$ cat src/design/sequencer_pkg.sv
// Purpose: Shared constants and carriers of the microprogram next-address sequencer.
// Assumes: One 100 MHz clock; T1 and T3 machine phases arrive as one-cycle enables.
// Notes: Register offsets are byte addresses on the AXI4-Lite slave.
package sequencer_pkg;

    localparam int ADDR_W = 8;
    localparam int SEL_W = 4;
    localparam int INSTR_W = 16;

    localparam logic [ADDR_W-1:0] RESTART_ADDRESS = 8'h80;
    localparam logic [SEL_W-1:0] CODE_NONE = 4'h0;
    localparam logic [SEL_W-1:0] CODE_FIVE = 4'h5;
    localparam logic [SEL_W-1:0] CODE_FOURTEEN = 4'hc;
    localparam logic [SEL_W-1:0] CODE_FIFTEEN = 4'hd;

    localparam int BRANCH_HI_BIT = 5;
    localparam int BRANCH_LO_BIT = 4;
    localparam int SRC_MODE_LSB = 9;
    localparam int DUP_BIT_LO = 9;
    localparam int DUP_BIT_HI = 10;

    localparam logic [ADDR_W-1:0] CONSOLE_MASK = 8'hc7;

    localparam logic [11:0] REG_CONTROL = 12'h000;
    localparam logic [11:0] REG_STATUS = 12'h004;
    localparam logic [11:0] REG_INSTR = 12'h008;
    localparam int CTRL_RESTART_BIT = 0;
    localparam int CTRL_HOLD_BIT = 1;
    localparam logic [1:0] RESP_OKAY = 2'b00;
    localparam logic [1:0] RESP_SLVERR = 2'b10;

    typedef struct packed {
        logic [ADDR_W-1:0] next_address_field;
        logic [SEL_W-1:0] branch_select_field;
        logic decode_fork_enable;
        logic operand_fork_enable;
        logic execute_fork_enable;
        logic instr_reg_load_bit;
    } microword_t;

    typedef struct packed {
        logic [ADDR_W-1:0] decode_fork_addr;
        logic [ADDR_W-1:0] operand_fork_addr;
        logic [ADDR_W-1:0] execute_fork_addr;
    } fork_addr_t;

    typedef struct packed {
        logic [15:0] cond_hi;
        logic [15:0] cond_lo;
        logic odd_byte_destination;
        logic divide_terminate;
        logic flow_jump_class;
        logic no_write_class;
    } branch_cond_t;

    typedef enum logic [2:0] {
        FORK_NONE = 3'b001,
        FORK_SUPPRESSED = 3'b010,
        FORK_TAKEN = 3'b100
    } fork_state_t;

endpackage

$ cat src/design/microprogram_next_address_sequencer.sv
// Purpose: Next-address selection, microaddress register and instruction registers.
// Assumes: Phase enables, microword, conditions and fork addresses are same-clock logic.
// Notes: Fork addresses arrive as bit-clear masks; fork decode tables live outside.
`timescale 1ns/10ps
module microprogram_next_address_sequencer (
    input wire logic aclk,
    input wire logic aresetn,
    input wire logic phase_t1,
    input wire logic phase_t3,
    input wire logic force_restart_address,
    input wire logic decode_state,
    input wire sequencer_pkg::microword_t microword,
    input wire sequencer_pkg::fork_addr_t fork_addr,
    input wire sequencer_pkg::branch_cond_t branch_cond,
    input wire logic [sequencer_pkg::ADDR_W-1:0] console_branch,
    input wire logic [sequencer_pkg::INSTR_W-1:0] instr_word,
    output logic [sequencer_pkg::ADDR_W-1:0] microaddress_register,
    output logic [sequencer_pkg::INSTR_W-1:0] main_instr,
    output logic [sequencer_pkg::INSTR_W+1:0] fast_decode_instr_copy,
    input wire logic [11:0] s_axi_awaddr,
    input wire logic s_axi_awvalid,
    output logic s_axi_awready,
    input wire logic [31:0] s_axi_wdata,
    input wire logic [3:0] s_axi_wstrb,
    input wire logic s_axi_wvalid,
    output logic s_axi_wready,
    output logic [1:0] s_axi_bresp,
    output logic s_axi_bvalid,
    input wire logic s_axi_bready,
    input wire logic [11:0] s_axi_araddr,
    input wire logic s_axi_arvalid,
    output logic s_axi_arready,
    output logic [31:0] s_axi_rdata,
    output logic [1:0] s_axi_rresp,
    output logic s_axi_rvalid,
    input wire logic s_axi_rready
);

    // Other codes use all four select bits to index both vectors, high bit from cond_hi and low from cond_lo; codes 5 and 15 read named conditions, 00 and 14 ground.
    function automatic logic [1:0] branch_bits(input logic [3:0] sel,
                                               input sequencer_pkg::branch_cond_t c);
        logic [1:0] r;
        r = 2'b00;
        case (sel)
            sequencer_pkg::CODE_NONE,
            sequencer_pkg::CODE_FOURTEEN: begin
                r = 2'b00;
            end
            sequencer_pkg::CODE_FIVE: begin
                r = {c.odd_byte_destination, c.divide_terminate};
            end
            sequencer_pkg::CODE_FIFTEEN: begin
                r = {c.flow_jump_class, c.no_write_class};
            end
            default: begin
                r = {c.cond_hi[{sel[3], sel[2], sel[1:0]}],
                     c.cond_lo[{sel[3], sel[2], sel[1:0]}]};
            end
        endcase
        return r;
    endfunction

    logic [sequencer_pkg::ADDR_W-1:0] next_microaddress_input;
    logic [1:0] branch_now;
    logic source_mode_deferred;
    logic branch_code_fourteen;
    logic branch_code_fifteen;
    logic branch_code_five;
    logic decode_go;
    logic operand_go;
    logic execute_go;
    logic [sequencer_pkg::ADDR_W-1:0] field_or_branch;
    logic [sequencer_pkg::ADDR_W-1:0] fork_mask;
    logic ctrl_hold;
    logic soft_restart;
    logic restart_pending;
    sequencer_pkg::fork_state_t fork_state;
    logic [1:0] last_branch;

    assign branch_code_fourteen = microword.branch_select_field == sequencer_pkg::CODE_FOURTEEN;
    assign branch_code_fifteen = microword.branch_select_field == sequencer_pkg::CODE_FIFTEEN;
    assign branch_code_five = microword.branch_select_field == sequencer_pkg::CODE_FIVE;

    // Source modes 3, 5 and 7 are the odd modes other than 1.
    assign source_mode_deferred = main_instr[sequencer_pkg::SRC_MODE_LSB] &
        (main_instr[sequencer_pkg::SRC_MODE_LSB+1] | main_instr[sequencer_pkg::SRC_MODE_LSB+2]);

    // Conditions are read straight from the inputs so the address settles before T3.
    assign branch_now = branch_bits(microword.branch_select_field, branch_cond);

    always_comb begin
        decode_go = microword.decode_fork_enable;
        operand_go = microword.operand_fork_enable &
            !(branch_code_fourteen & source_mode_deferred);
        execute_go = microword.execute_fork_enable &
            !(branch_code_fifteen & !branch_cond.flow_jump_class) &
            !(branch_code_five & branch_cond.odd_byte_destination);
    end

    always_comb begin
        field_or_branch = microword.next_address_field;
        field_or_branch[sequencer_pkg::BRANCH_HI_BIT] =
            microword.next_address_field[sequencer_pkg::BRANCH_HI_BIT] | branch_now[1];
        field_or_branch[sequencer_pkg::BRANCH_LO_BIT] =
            microword.next_address_field[sequencer_pkg::BRANCH_LO_BIT] | branch_now[0];
        if (branch_code_fourteen) begin
            field_or_branch = field_or_branch | (console_branch & sequencer_pkg::CONSOLE_MASK);
        end
    end

    // A fork clears bits; with the field at all ones its own address comes through.
    always_comb begin
        fork_mask = '1;
        if (decode_go) begin
            fork_mask = fork_addr.decode_fork_addr;
        end else if (operand_go) begin
            fork_mask = fork_addr.operand_fork_addr;
        end else if (execute_go) begin
            fork_mask = fork_addr.execute_fork_addr;
        end
        next_microaddress_input = field_or_branch & fork_mask;
    end

    // A restart asked for between T3 edges is held so it cannot be missed.
    always_ff @(posedge aclk) begin
        if (!aresetn) begin
            restart_pending <= 1'b0;
        end else if (phase_t3) begin
            restart_pending <= 1'b0;
        end else if (soft_restart) begin
            restart_pending <= 1'b1;
        end
    end

    always_ff @(posedge aclk) begin
        if (!aresetn) begin
            microaddress_register <= sequencer_pkg::RESTART_ADDRESS;
        end else if (force_restart_address || (phase_t3 && (restart_pending || soft_restart))) begin
            microaddress_register <= sequencer_pkg::RESTART_ADDRESS;
        end else if (phase_t3 && !ctrl_hold) begin
            microaddress_register <= next_microaddress_input;
        end
    end

    always_ff @(posedge aclk) begin
        if (!aresetn) begin
            fork_state <= sequencer_pkg::FORK_NONE;
            last_branch <= 2'b00;
        end else if (phase_t3) begin
            last_branch <= branch_now;
            if (decode_go || operand_go || execute_go) begin
                fork_state <= sequencer_pkg::FORK_TAKEN;
            end else if (microword.operand_fork_enable || microword.execute_fork_enable) begin
                fork_state <= sequencer_pkg::FORK_SUPPRESSED;
            end else begin
                fork_state <= sequencer_pkg::FORK_NONE;
            end
        end
    end

    always_ff @(posedge aclk) begin
        if (!aresetn) begin
            main_instr <= '0;
            fast_decode_instr_copy <= '0;
        end else if (phase_t1 && decode_state && microword.instr_reg_load_bit) begin
            main_instr <= instr_word;
            fast_decode_instr_copy <= {instr_word[sequencer_pkg::DUP_BIT_HI],
                instr_word[sequencer_pkg::DUP_BIT_LO], instr_word};
        end
    end

    // AXI4-Lite slave: address and data are taken in either order, one write at a time.
    logic aw_held;
    logic w_held;
    logic [11:0] aw_addr;
    logic [31:0] w_data;
    logic [3:0] w_strb;

    assign s_axi_awready = !aw_held && !s_axi_bvalid;
    assign s_axi_wready = !w_held && !s_axi_bvalid;
    assign s_axi_arready = !s_axi_rvalid;

    always_ff @(posedge aclk) begin
        if (!aresetn) begin
            aw_held <= 1'b0;
            aw_addr <= '0;
        end else if (s_axi_awvalid && s_axi_awready) begin
            aw_held <= 1'b1;
            aw_addr <= s_axi_awaddr;
        end else if (aw_held && w_held) begin
            aw_held <= 1'b0;
        end
    end

    always_ff @(posedge aclk) begin
        if (!aresetn) begin
            w_held <= 1'b0;
            w_data <= '0;
            w_strb <= '0;
        end else if (s_axi_wvalid && s_axi_wready) begin
            w_held <= 1'b1;
            w_data <= s_axi_wdata;
            w_strb <= s_axi_wstrb;
        end else if (aw_held && w_held) begin
            w_held <= 1'b0;
        end
    end

    always_ff @(posedge aclk) begin
        if (!aresetn) begin
            s_axi_bvalid <= 1'b0;
            s_axi_bresp <= sequencer_pkg::RESP_OKAY;
        end else if (aw_held && w_held) begin
            s_axi_bvalid <= 1'b1;
            s_axi_bresp <= (aw_addr[11:2] == sequencer_pkg::REG_CONTROL[11:2]) ?
                sequencer_pkg::RESP_OKAY : sequencer_pkg::RESP_SLVERR;
        end else if (s_axi_bready) begin
            s_axi_bvalid <= 1'b0;
        end
    end

    // Restart is a write-one pulse; hold stops normal T3 loads for single stepping, but restarts still load the address.
    always_ff @(posedge aclk) begin
        if (!aresetn) begin
            ctrl_hold <= 1'b0;
            soft_restart <= 1'b0;
        end else begin
            soft_restart <= 1'b0;
            if (aw_held && w_held && w_strb[0] &&
                aw_addr[11:2] == sequencer_pkg::REG_CONTROL[11:2]) begin
                ctrl_hold <= w_data[sequencer_pkg::CTRL_HOLD_BIT];
                soft_restart <= w_data[sequencer_pkg::CTRL_RESTART_BIT];
            end
        end
    end

    always_ff @(posedge aclk) begin
        if (!aresetn) begin
            s_axi_rvalid <= 1'b0;
            s_axi_rdata <= '0;
            s_axi_rresp <= sequencer_pkg::RESP_OKAY;
        end else if (s_axi_arvalid && s_axi_arready) begin
            s_axi_rvalid <= 1'b1;
            s_axi_rresp <= sequencer_pkg::RESP_OKAY;
            case (s_axi_araddr[11:2])
                sequencer_pkg::REG_CONTROL[11:2]: begin
                    s_axi_rdata <= {30'h0, ctrl_hold, 1'b0};
                end
                sequencer_pkg::REG_STATUS[11:2]: begin
                    s_axi_rdata <= {19'h0, fork_state, last_branch, microaddress_register};
                end
                sequencer_pkg::REG_INSTR[11:2]: begin
                    s_axi_rdata <= {fast_decode_instr_copy[17:16], 14'h0, main_instr};
                end
                default: begin
                    s_axi_rdata <= 32'h0;
                    s_axi_rresp <= sequencer_pkg::RESP_SLVERR;
                end
            endcase
        end else if (s_axi_rready) begin
            s_axi_rvalid <= 1'b0;
        end
    end
endmodule // microprogram_next_address_sequencer

$ cat config.mk
export PLATFORM = sky130hd
export DESIGN_NAME = microprogram_next_address_sequencer
export DESIGN_NICKNAME = d
export VERILOG_FILES = /design/src/design/sequencer_pkg.sv /design/src/design/microprogram_next_address_sequencer.sv
export SDC_FILE = /design/constraint.sdc
export NUM_CORES = 1
export LEC_CHECK = 0
export BUFFER_PORTS_ARGS = -buffer_cell sky130_fd_sc_hd__buf_2
export CORE_MARGIN = 10
export CORE_UTILIZATION = 42
export DETAILED_ROUTE_END_ITERATION = 10
export GPL_ROUTABILITY_DRIVEN = 1
export PLACE_DENSITY = 0.81
export SLEW_MARGIN = 5
export SYNTH_ARGS = -nofsm -noshare
export SYNTH_HDL_FRONTEND = slang
export SYNTH_SLANG_ARGS = --single-unit
$ cat constraint.sdc
create_clock -name aclk -period 1.97 [get_ports aclk]
set_input_delay 0.0985 -clock aclk [delete_from_list [all_inputs] [get_ports aclk]]
set_output_delay 0.0985 -clock aclk [all_outputs]
set_load 0.01 [all_outputs]
### Yosys cells after proc, flatten, opt, wreduce, memory -nomap -nowiden

Cells that the tools add are included.

| storage, ports and cells | value |
|---|---|
| output and inout port bits | 83 |
| input port bits | 171 |
| word-level logic and storage cells | 96 |
| register bits after elaboration | 105 |

| operators by class | value |
|---|---|
| mux-type cells | 21 |
| equality and inequality tests | 5 |
| order comparisons | 1 |
| reductions and logical operators | 38 |
| bitwise logic cells | 13 |

Operators with widths:

| kind | number |
|---|---|
| $pmux W32 S3 | 1 |
| $mux W8 | 4 |
| $logic_not A10 Y1 | 2 |
| $logic_and A1 B1 Y1 | 12 |
| $eq A10 B1 Y1 const B | 1 |
| $eq A10 B2 Y1 const B | 1 |
| $logic_not A1 Y1 | 9 |
| $mux W1 | 9 |
| $and A8 B8 Y8 | 1 |
| $bmux W1 S4 | 2 |
| $eq A4 B4 Y1 const B | 2 |
| $or A8 B8 Y8 | 1 |
| $reduce_bool A2 Y1 | 4 |
| $and A1 B1 Y1 | 7 |
| $mux W2 | 3 |
| $pmux W2 S3 | 1 |
| $reduce_or A2 Y1 | 3 |
| $logic_or A1 B1 Y1 | 5 |
| $lt A4 B5 Y1 const B | 1 |
| $eq A4 B3 Y1 const B | 1 |
| $logic_not A4 Y1 | 1 |
| $mux W3 | 1 |
| $or A1 B1 Y1 | 3 |
| $reduce_or A3 Y1 | 1 |
| 2 further kinds | 2 |

### Longest topological paths before layout

Gate-level depths: netlist of the first run.

| logic depth | value |
|---|---|
| depth after elaboration | 9 |
| mapped depth | 8 |

### Worst setup path after synthesis of the first run

OpenSTA, ideal clock, no wires.

| timing path | value |
|---|---|
| path kind | register -> register |
| start point | register main_instr[10] in the netlist's numbering |
| end point | register microaddress_register[4] in the netlist's numbering |
| data required time | 1850 ps |
| setup time | 120 ps |
| setup slack | 491 ps |
| arrival | 1359 ps |
| stages on the path, launching flop included | 6 |
| cells stage by stage | dfxtp_1 > o21a_1 > a21o_4 > or3_1 > o311a_1 > a2bb2oi_1 |

| between the ends | value |
|---|---|
| cells in the longest elaborated chain, start to end | 8 |

Ends and longest elaborated chain:

| element | line | source |
|---|---|---|
| from (decl) | microprogram_next_address_sequencer.sv:18 | `output logic [sequencer_pkg::INSTR_W-1:0] main_instr,` |
| from (signal assigned) | microprogram_next_address_sequencer.sv:166 | `main_instr <= instr_word;` |
| $or A1 B1 Y1 | microprogram_next_address_sequencer.sv:86 | `(main_instr[sequencer_pkg::SRC_MODE_LSB+1] \| main_instr[sequencer_pkg::SRC_MODE_LSB+2]);` |
| $and A1 B1 Y1 | microprogram_next_address_sequencer.sv:85 | `assign source_mode_deferred = main_instr[sequencer_pkg::SRC_MODE_LSB] &` |
| $and A1 B1 Y1 | microprogram_next_address_sequencer.sv:94 | `!(branch_code_fourteen & source_mode_deferred);` |
| $logic_not A1 Y1 | microprogram_next_address_sequencer.sv:94 |  |
| $and A1 B1 Y1 | microprogram_next_address_sequencer.sv:93 | `operand_go = microword.operand_fork_enable &` |
| $mux W8 | microprogram_next_address_sequencer.sv:116 | `end else if (operand_go) begin` |
| $mux W8 | microprogram_next_address_sequencer.sv:114 | `if (decode_go) begin` |
| $and A8 B8 Y8 | microprogram_next_address_sequencer.sv:121 | `next_microaddress_input = field_or_branch & fork_mask;` |
| to (signal assigned) | microprogram_next_address_sequencer.sv:137 | `microaddress_register <= sequencer_pkg::RESTART_ADDRESS;` |
| to (signal assigned) | microprogram_next_address_sequencer.sv:139 | `microaddress_register <= sequencer_pkg::RESTART_ADDRESS;` |
| to (signal assigned) | microprogram_next_address_sequencer.sv:141 | `microaddress_register <= next_microaddress_input;` |
| to (decl) | microprogram_next_address_sequencer.sv:17 | `output logic [sequencer_pkg::ADDR_W-1:0] microaddress_register,` |

No other way between the ends.
A chain may end at the register's enable or synchronous reset.

### Worst setup path after layout of the first run

| timing path | value |
|---|---|
| start point | input port s_axi_arvalid |
| end point | register s_axi_rdata[6] |

| between the ends | value |
|---|---|
| cells in the longest elaborated chain, start to end | 1 |

Ends and longest elaborated chain:

| element | line | source |
|---|---|---|
| from (decl) | microprogram_next_address_sequencer.sv:31 | `input wire logic s_axi_arvalid,` |
| $logic_and A1 B1 Y1 | microprogram_next_address_sequencer.sv:242 | `end else if (s_axi_arvalid && s_axi_arready) begin` |
| to (signal assigned) | microprogram_next_address_sequencer.sv:247 | `s_axi_rdata <= {30'h0, ctrl_hold, 1'b0};` |
| to (signal assigned) | microprogram_next_address_sequencer.sv:250 | `s_axi_rdata <= {19'h0, fork_state, last_branch, microaddress_register};` |
| to (signal assigned) | microprogram_next_address_sequencer.sv:253 | `s_axi_rdata <= {fast_decode_instr_copy[17:16], 14'h0, main_instr};` |
| to (decl) | microprogram_next_address_sequencer.sv:33 | `output logic [31:0] s_axi_rdata,` |

No other way between the ends.

==> summary.md, run 1 <==
| Metric | Value |
|---|---|
| GRT overflow | 0 |
| CTS sink cnt | 69 |
| Sequential area share after synthesis | 37.3% |
| Die Wd | 114 um |
| CP peak stage delay | a little over 700 ps |
| TritonRoute pass-1 iters | 5 |
| Area Growth Syn to Fin | 34.8% |
| Maximum clock rate | 616 MHz |
| Vias per inst | between 5 and 6 |
| Min-delay worst type | input port to flip-flop |
| Hold Crit Endpoint | aw_addr[9]$_SDFFE_PN0P_ |
| Hold path startpoint | s_axi_awaddr[9] |
| WL/cell | 16.6 um |
| Initial DRC Count | between 200 and 250 |
| Register area | 1380 um^2 |
| Synth cell types | 51 |
| Main synth FF type | dfxtp_1 |
| Unrepaired setup endpoints after global routing | no |
| Largest net degree at the start of global routing | 35 |
| Req. time, crit path | 2250 ps |
| Clock transition at the registers of the reported paths | 80 ps |
| Final #Nets | 786 |
| Chip height | 114 um |
| Met3 WL | 1110 um |
| Sum of negative setup slack | 0 ps |
| Final Skew | 16.2 ps |
| Commonest non-fill, non-tap cell in the layout | buf_2 |
| Die area | 13,000 um^2 |
| P per Cell Area | 663 nW/um^2 |
| CTS tree | yes |
| Starting Density | 42.9% |
| Longest Clk Path Bufs | 2 |
| CP Launch Type | input port |
| Fillers | 814 |
| Diodes inserted | 0 |
| Post-cts sizing count | 0 |
| Slew Limit Headroom | 40.3% |
| Hold depth | 3 |
| Count of final hold-check violations | 0 |
| Post-Syn Instances | 423 |
| Routed wl met2 | about 6200 um |
| CP max FO | 12 |
| Area of the multi-input gates | just under 2000 um^2 |
| Initial antenna violation count | 0 |
| TritonCTS Buffers | 9 |
| Critical Path Most Common Cell | nor2b_1 |
| PortBufs | 193 |
| Max-cap viol count | 0 |
| Leakage | roughly 2.4 nW |
| Post-Syn Area | 3700 um^2 |
| Core area | between 8000 and 9000 um^2 |
| Post-synth EDFFs | 0 |
| Status | complete, no violations |
| Met1 wire length | 4590 um |
| Async SR Flop Fraction | 0% |
| First-pass GRT wire length | between 15,000 and 20,000 um |
| Synth Warn # | 0 |
| Min Tclk post-route | between 1500 and 2000 ps |
| R2R Path Start | s_axi_rvalid$_SDFFE_PN0P_ |
| Final period utilization | 82.5% |
| CP max stage cell | nor2b_1 |
| Global placement routability congestion | 0.887 |
| Drt total wl | around 12,000 um |
| Slew @ Worst Pin | approximately 890 ps |
| Yosys reg bits | 69 |
| Fin. max-slew vios | 0 |
| Setup CP Type | input port to flip-flop |
| # setup viols final | 0 |
| DRC viols | 0 |
| FP Rows | 34 |
| CP endpoint kind | flip-flop |
| R2R cell count | 3 |
| Final core utilization | 57.8% |
| Most frequent cells in the layout | 193 x buf_2, 75 x nand2_1, 69 x dfxtp_1 |
| Vias in the first global route | approximately 3,800 |
| ANT nets after route | 0 |
| Worst reg2reg setup slack | slightly above 400 ps |
| Worst EP arrival | 1900 ps |
| Top delay family on crit path | simple AND/OR/NAND/NOR gates |
| Vias | 3,733 |
| Layout cell share with drive strength beyond 1 | 37.7% |
| R2r endpoint | s_axi_rdata[6]$_SDFFE_PN0P_ |
| CP cell instances | dlygate4sd3_1, buf_2, nor2b_1, nor2b_1, a22o_1 |
| CTS root buf | clkbuf_8 |
| Worst-skew pair later-pin latency | 350 ps |
| GRT Total Usage | 17.5% |
| Final HPWL DP | 9840 um |
| Avg Inst Size Synth | 8.75 um^2 |
| H-Tree Depth | 3 |
| I/O Pins | 254 |
| Worst path bufs/invs | 2 |
| Peak supply drop | between 300 and 400 uV |
| Top layer in use | met4 |
==> registers in the layout, summed over array words and instances, names as in the netlist, 2 cells and up <==
signal                 flops
aw_addr                   10
fork_state                 3
last_branch                2
main_instr                15
microaddress_register      8
s_axi_rdata               18
w_data                     2
==> layout make-up <==
class / instances / area share (%)
Clock buffer: 9 / 2.48
Clock inverter: 7 / 1.98
Inverter: 7 / 0.526
Multi-Input combinational cell: 301 / 39.1
Sequential cell: 69 / 27.7
Tap cell: 108 / 2.71
Timing Repair Buffer: 227 / 25.6
==> cell usage after synthesis, types with 5 or more instances <==
cell	count	area share [%]
mux2i_1	12	3.2
nand2_1	75	7.6
a21boi_1	16	3.2
inv_1	7	0.71
nor3b_1	7	1.4
and2_1	5	0.84
a21oi_1	12	1.6
a22o_1	24	5.7
buf_2	5	0.68
dfxtp_1	69	37
nor4_1	5	0.84
buf_4	36	7.3
nand3_1	13	1.8
nor2_1	9	0.91
o21ai_0	7	0.95
nor2b_1	15	2.5
clkbuf_1	16	1.6
o31ai_1	5	1.0
a211oi_1	6	1.2
a21boi_0	17	3.4
==> cells by family after synthesis <==
group,count (synthesis),share of synthesized area [%]
compound gates,115,24.1
xor+xnor,1,0.237
buf+inv,68,11.5
flops,69,37.3
mux,17,5.98
other cells,1,0.101
simple gates,152,20.8
==> routing by layer <==
layer / up-vias / global-route usage, %
li1: 1839 / -
met1: 1727 / 19.3
met2: 149 / 31.3
met3: 18 / 6.30
met4: 0 / 3.59
met5: - / 0
==> worst max-delay path by stage <==
stage	startpoint	endpoint	slack [ps]	cells after the start
after global routing	s_axi_arvalid	s_axi_rdata[5]$_SDFFE_PN0P_	280	5
final	s_axi_arvalid	s_axi_rdata[6]$_SDFFE_PN0P_	350	5
after CTS	s_axi_arvalid	s_axi_rdata[6]$_SDFFE_PN0P_	390	5
after detailed placement	microword[7]	microaddress_register[4]$_SDFFE_PP0P_	180	6
after floorplan	main_instr[10]$_SDFFE_PN0P_	microaddress_register[4]$_SDFFE_PP0P_	490	5
after global placement	microword[7]	microaddress_register[4]$_SDFFE_PP0P_	230	6
==> worst min-delay path, cell delays in order <==
cell and delay [ps]:
buf_2 100, nand2_1 40, a21boi_0 70
==> power breakdown <==
part           internal (mW)  total, mW  switching (mW)  leakage [nW]
clock                  0.719       1.29           0.568         0.110
combinational          0.272      0.541           0.269          1.69
sequential              1.45       1.48          0.0371         0.562
==> through the flow <==
step | hold WS (ps) | setup WS [ps] | total power, mW | cell area, um^2 | instances
3_5_place_dp | 351 | 184 | 2.02 | 4550 | 690
4_1_cts | 0.386 | 387 | 3.34 | 4990 | 728
5_1_grt | 7.32 | 277 | 3.47 | 4990 | 728
2_1_floorplan | 233 | 491 | 1.83 | 3760 | 438
6_report | 9.48 | 346 | 3.31 | 4990 | 728
3_3_place_gp | 343 | 230 | 2.00 | 4550 | 690
==> timing repair <==
action                                 4_1_cts  5_1_grt
endpoints found under the hold margin       22        0
hold buffers                                22        0
setup buffers                                0        0
Power figures use the tool's default switching activity.
==> inputs of run 2 (changes only) <==
==> constraint.sdc (replaced) <==
create_clock -name aclk -period 1.7 [get_ports aclk]
set_input_delay 0.085 -clock aclk [delete_from_list [all_inputs] [get_ports aclk]]
set_output_delay 0.085 -clock aclk [all_outputs]
set_load 0.01 [all_outputs]
==> run 2 against run 1 <==
  * Utilization rose by 0.75 points
  * Clock skew decreased by 5.4 ps
  * Sequential share of layout area decreased by 0.36 points
  * Sequential power increased by 16%
  * Critical path type unchanged
  * Clock power is 27% higher
  * Critical path depth did not move
  * Total power grew 21%
  * Die area did not move
  * Combinational power is 17% higher
  * Setup slack got worse by 290 ps
==> summary.md, run 2 (synthesis gave the netlist of run 1 again) <==
| Metric | Value |
|---|---|
| Status | complete, no violations |
| TritonCTS Buffers | 9 |
| Final #Nets | 791 |
| Vias per inst | a little over 5 |
| Routed wl met2 | around 6300 um |
| Top layer in use | met4 |
| CTS tree | yes |
| Max-cap viol count | 0 |
| Maximum clock rate | 609 MHz |
| Fillers | 772 |
| Chip height | about 110 um |
| Starting Density | a little over two fifths |
| I/O Pins | 254 |
| Post-CTS Setup Inserts | 0 |
| Diodes inserted | 0 |
| Peak supply drop | 414 uV |
| ANT nets after route | 0 |
| Die Wd | 114 um |
| Final Skew | between 10 and 15 ps |
| First-pass GRT wire length | approximately 19,000 um |
| Fin. max-slew vios | 0 |
| Most frequent cells in the layout | 193 x buf_2, 75 x nand2_1, 69 x dfxtp_1 |
| # setup viols final | 0 |
| CTS root buf | clkbuf_8 |
| Vias in the first global route | ~3,900 |
| Setup CP Type | input port to flip-flop |
| CP max FO | 12 |
| Worst EP arrival | 1920 ps |
| Drt total wl | 12,100 um |
| Area of the multi-input gates | 1950 um^2 |
| Leakage | 2.39 nW |
| FP Rows | 34 |
| Req. time, crit path | 1980 ps |
| Met1 wire length | 4640 um |
| CP endpoint kind | flip-flop |
| Met3 WL | ~1100 um |
| Clock transition at the registers of the reported paths | 80 ps |
| Largest regs | s_axi_rdata (18), main_instr (15), aw_addr (10) |
| CP Launch Type | input port |
| Longest Clk Path Bufs | 2 |
| Worst-skew pair later-pin latency | about 330 ps |
| Slew @ Worst Pin | 911 ps |
| Layout cell share with drive strength beyond 1 | 37.9% |
| Core area | about 8600 um^2 |
| Min Tclk post-route | 1640 ps |
| P per Cell Area | 789 nW/um^2 |
| Min-delay worst type | input port to flip-flop |
| Commonest non-fill, non-tap cell in the layout | buf_2 |
| Final HPWL DP | 9870 um |
| Count of final hold-check violations | 0 |
| Initial DRC Count | just over 200 |
| Final period utilization | 96.6% |
| GRT overflow | 0 |
| Die area | 13,000 um^2 |
| Max FFs per register | 18 |
| Initial antenna violation count | 0 |
| H-Tree Depth | 3 |
| Slew Limit Headroom | 39.2% |
| CTS sink cnt | 69 |
| Area Growth Syn to Fin | 36.6% |
| TritonRoute pass-1 iters | 5 |
| Unrepaired setup endpoints after global routing | no |
| Power, Total | 3.99 mW |
| Register area | between 1000 and 1500 um^2 |
| Most flops, register | s_axi_rdata |
| R2R cell count | 3 |
| Largest net degree at the start of global routing | 32 |
| Vias | 3,760 |
| GRT Total Usage | 17.5% |
| PortBufs | 193 |
| Global placement routability congestion | 0.867 |
| Final core utilization | between 50% and 60% |
| Hold depth | 3 |
| WL/cell | approximately 17 um |
| DRC viols | 0 |
[run 2: cell count changes in the layout (fill, tap and decap cells not counted)]
cell	before	now
buf_4	12	16
bufinv_16	2	3
clkbuf_1	0	1
clkbuf_8	9	10
clkinv_2	1	0
clkinv_4	2	0
dlygate4sd3_1	22	23
[run 2: routing by layer]
metal  up-vias  global-route usage [%]
li1       1846                       -
met1      1764                    18.6
met2       145                    32.3
met3         5                    7.30
met4         0                    2.67
met5         -                       0
[run 2: final timing paths]
path                             start                          end  slack [ps]
max reg2reg  s_axi_rvalid$_SDFFE_PN0P_  s_axi_rdata[6]$_SDFFE_PN0P_         150
min reg2reg     w_data[0]$_SDFFE_PN0P_      soft_restart$_SDFF_PN0_         440
max                      s_axi_arvalid  s_axi_rdata[6]$_SDFFE_PN0P_          60
min                    s_axi_awaddr[9]      aw_addr[9]$_SDFFE_PN0P_          10
[run 2: worst max-delay path, cell delays in order]
cell	delay, ps
dlygate4sd3_1	540
buf_2	130
nor2b_1	170
nor2b_1	720
a22o_1	270
[run 2: power breakdown]
| part | switching [mW] | internal [mW] |
|---|---|---|
| clock network | 0.617 | 1.02 |
| logic | 0.313 | 0.322 |
| registers | 0.0431 | 1.68 |
| total | 0.973 | 3.02 |
[run 2: repair_timing]
| item | in CTS | in global routing |
|---|---|---|
| resized for setup | 0 | 0 |
| hold buffers | 22 | 1 |
| hold endpoints to repair | 22 | 1 |
[run 2: final cells by class]
| cell class | instances | area share [%] |
|---|---|---|
| clock buffer | 11 | 2.80 |
| tap | 108 | 2.67 |
| timing repair buffer | 232 | 26.0 |
| inverter | 7 | 0.520 |
| clock inverter | 5 | 2.10 |
| sequential | 69 | 27.3 |
| multi-input combinational | 301 | 38.6 |
[run 2: stage by stage]
step | cells | hold slack (ps) | TNS [ps] | setup slack [ps] | area [um^2]
6_report | 733 | 10.9 | 0 | 57.3 | 5060
5_1_grt | 733 | 4.20 | 0 | 28.8 | 5060
4_1_cts | 732 | 0.540 | 0 | 105 | 5050
3_5_place_dp | 694 | 331 | -9.12 | -9.12 | 4580
3_3_place_gp | 694 | 327 | 0 | 97.8 | 4580
2_1_floorplan | 438 | 220 | 0 | 221 | 3760
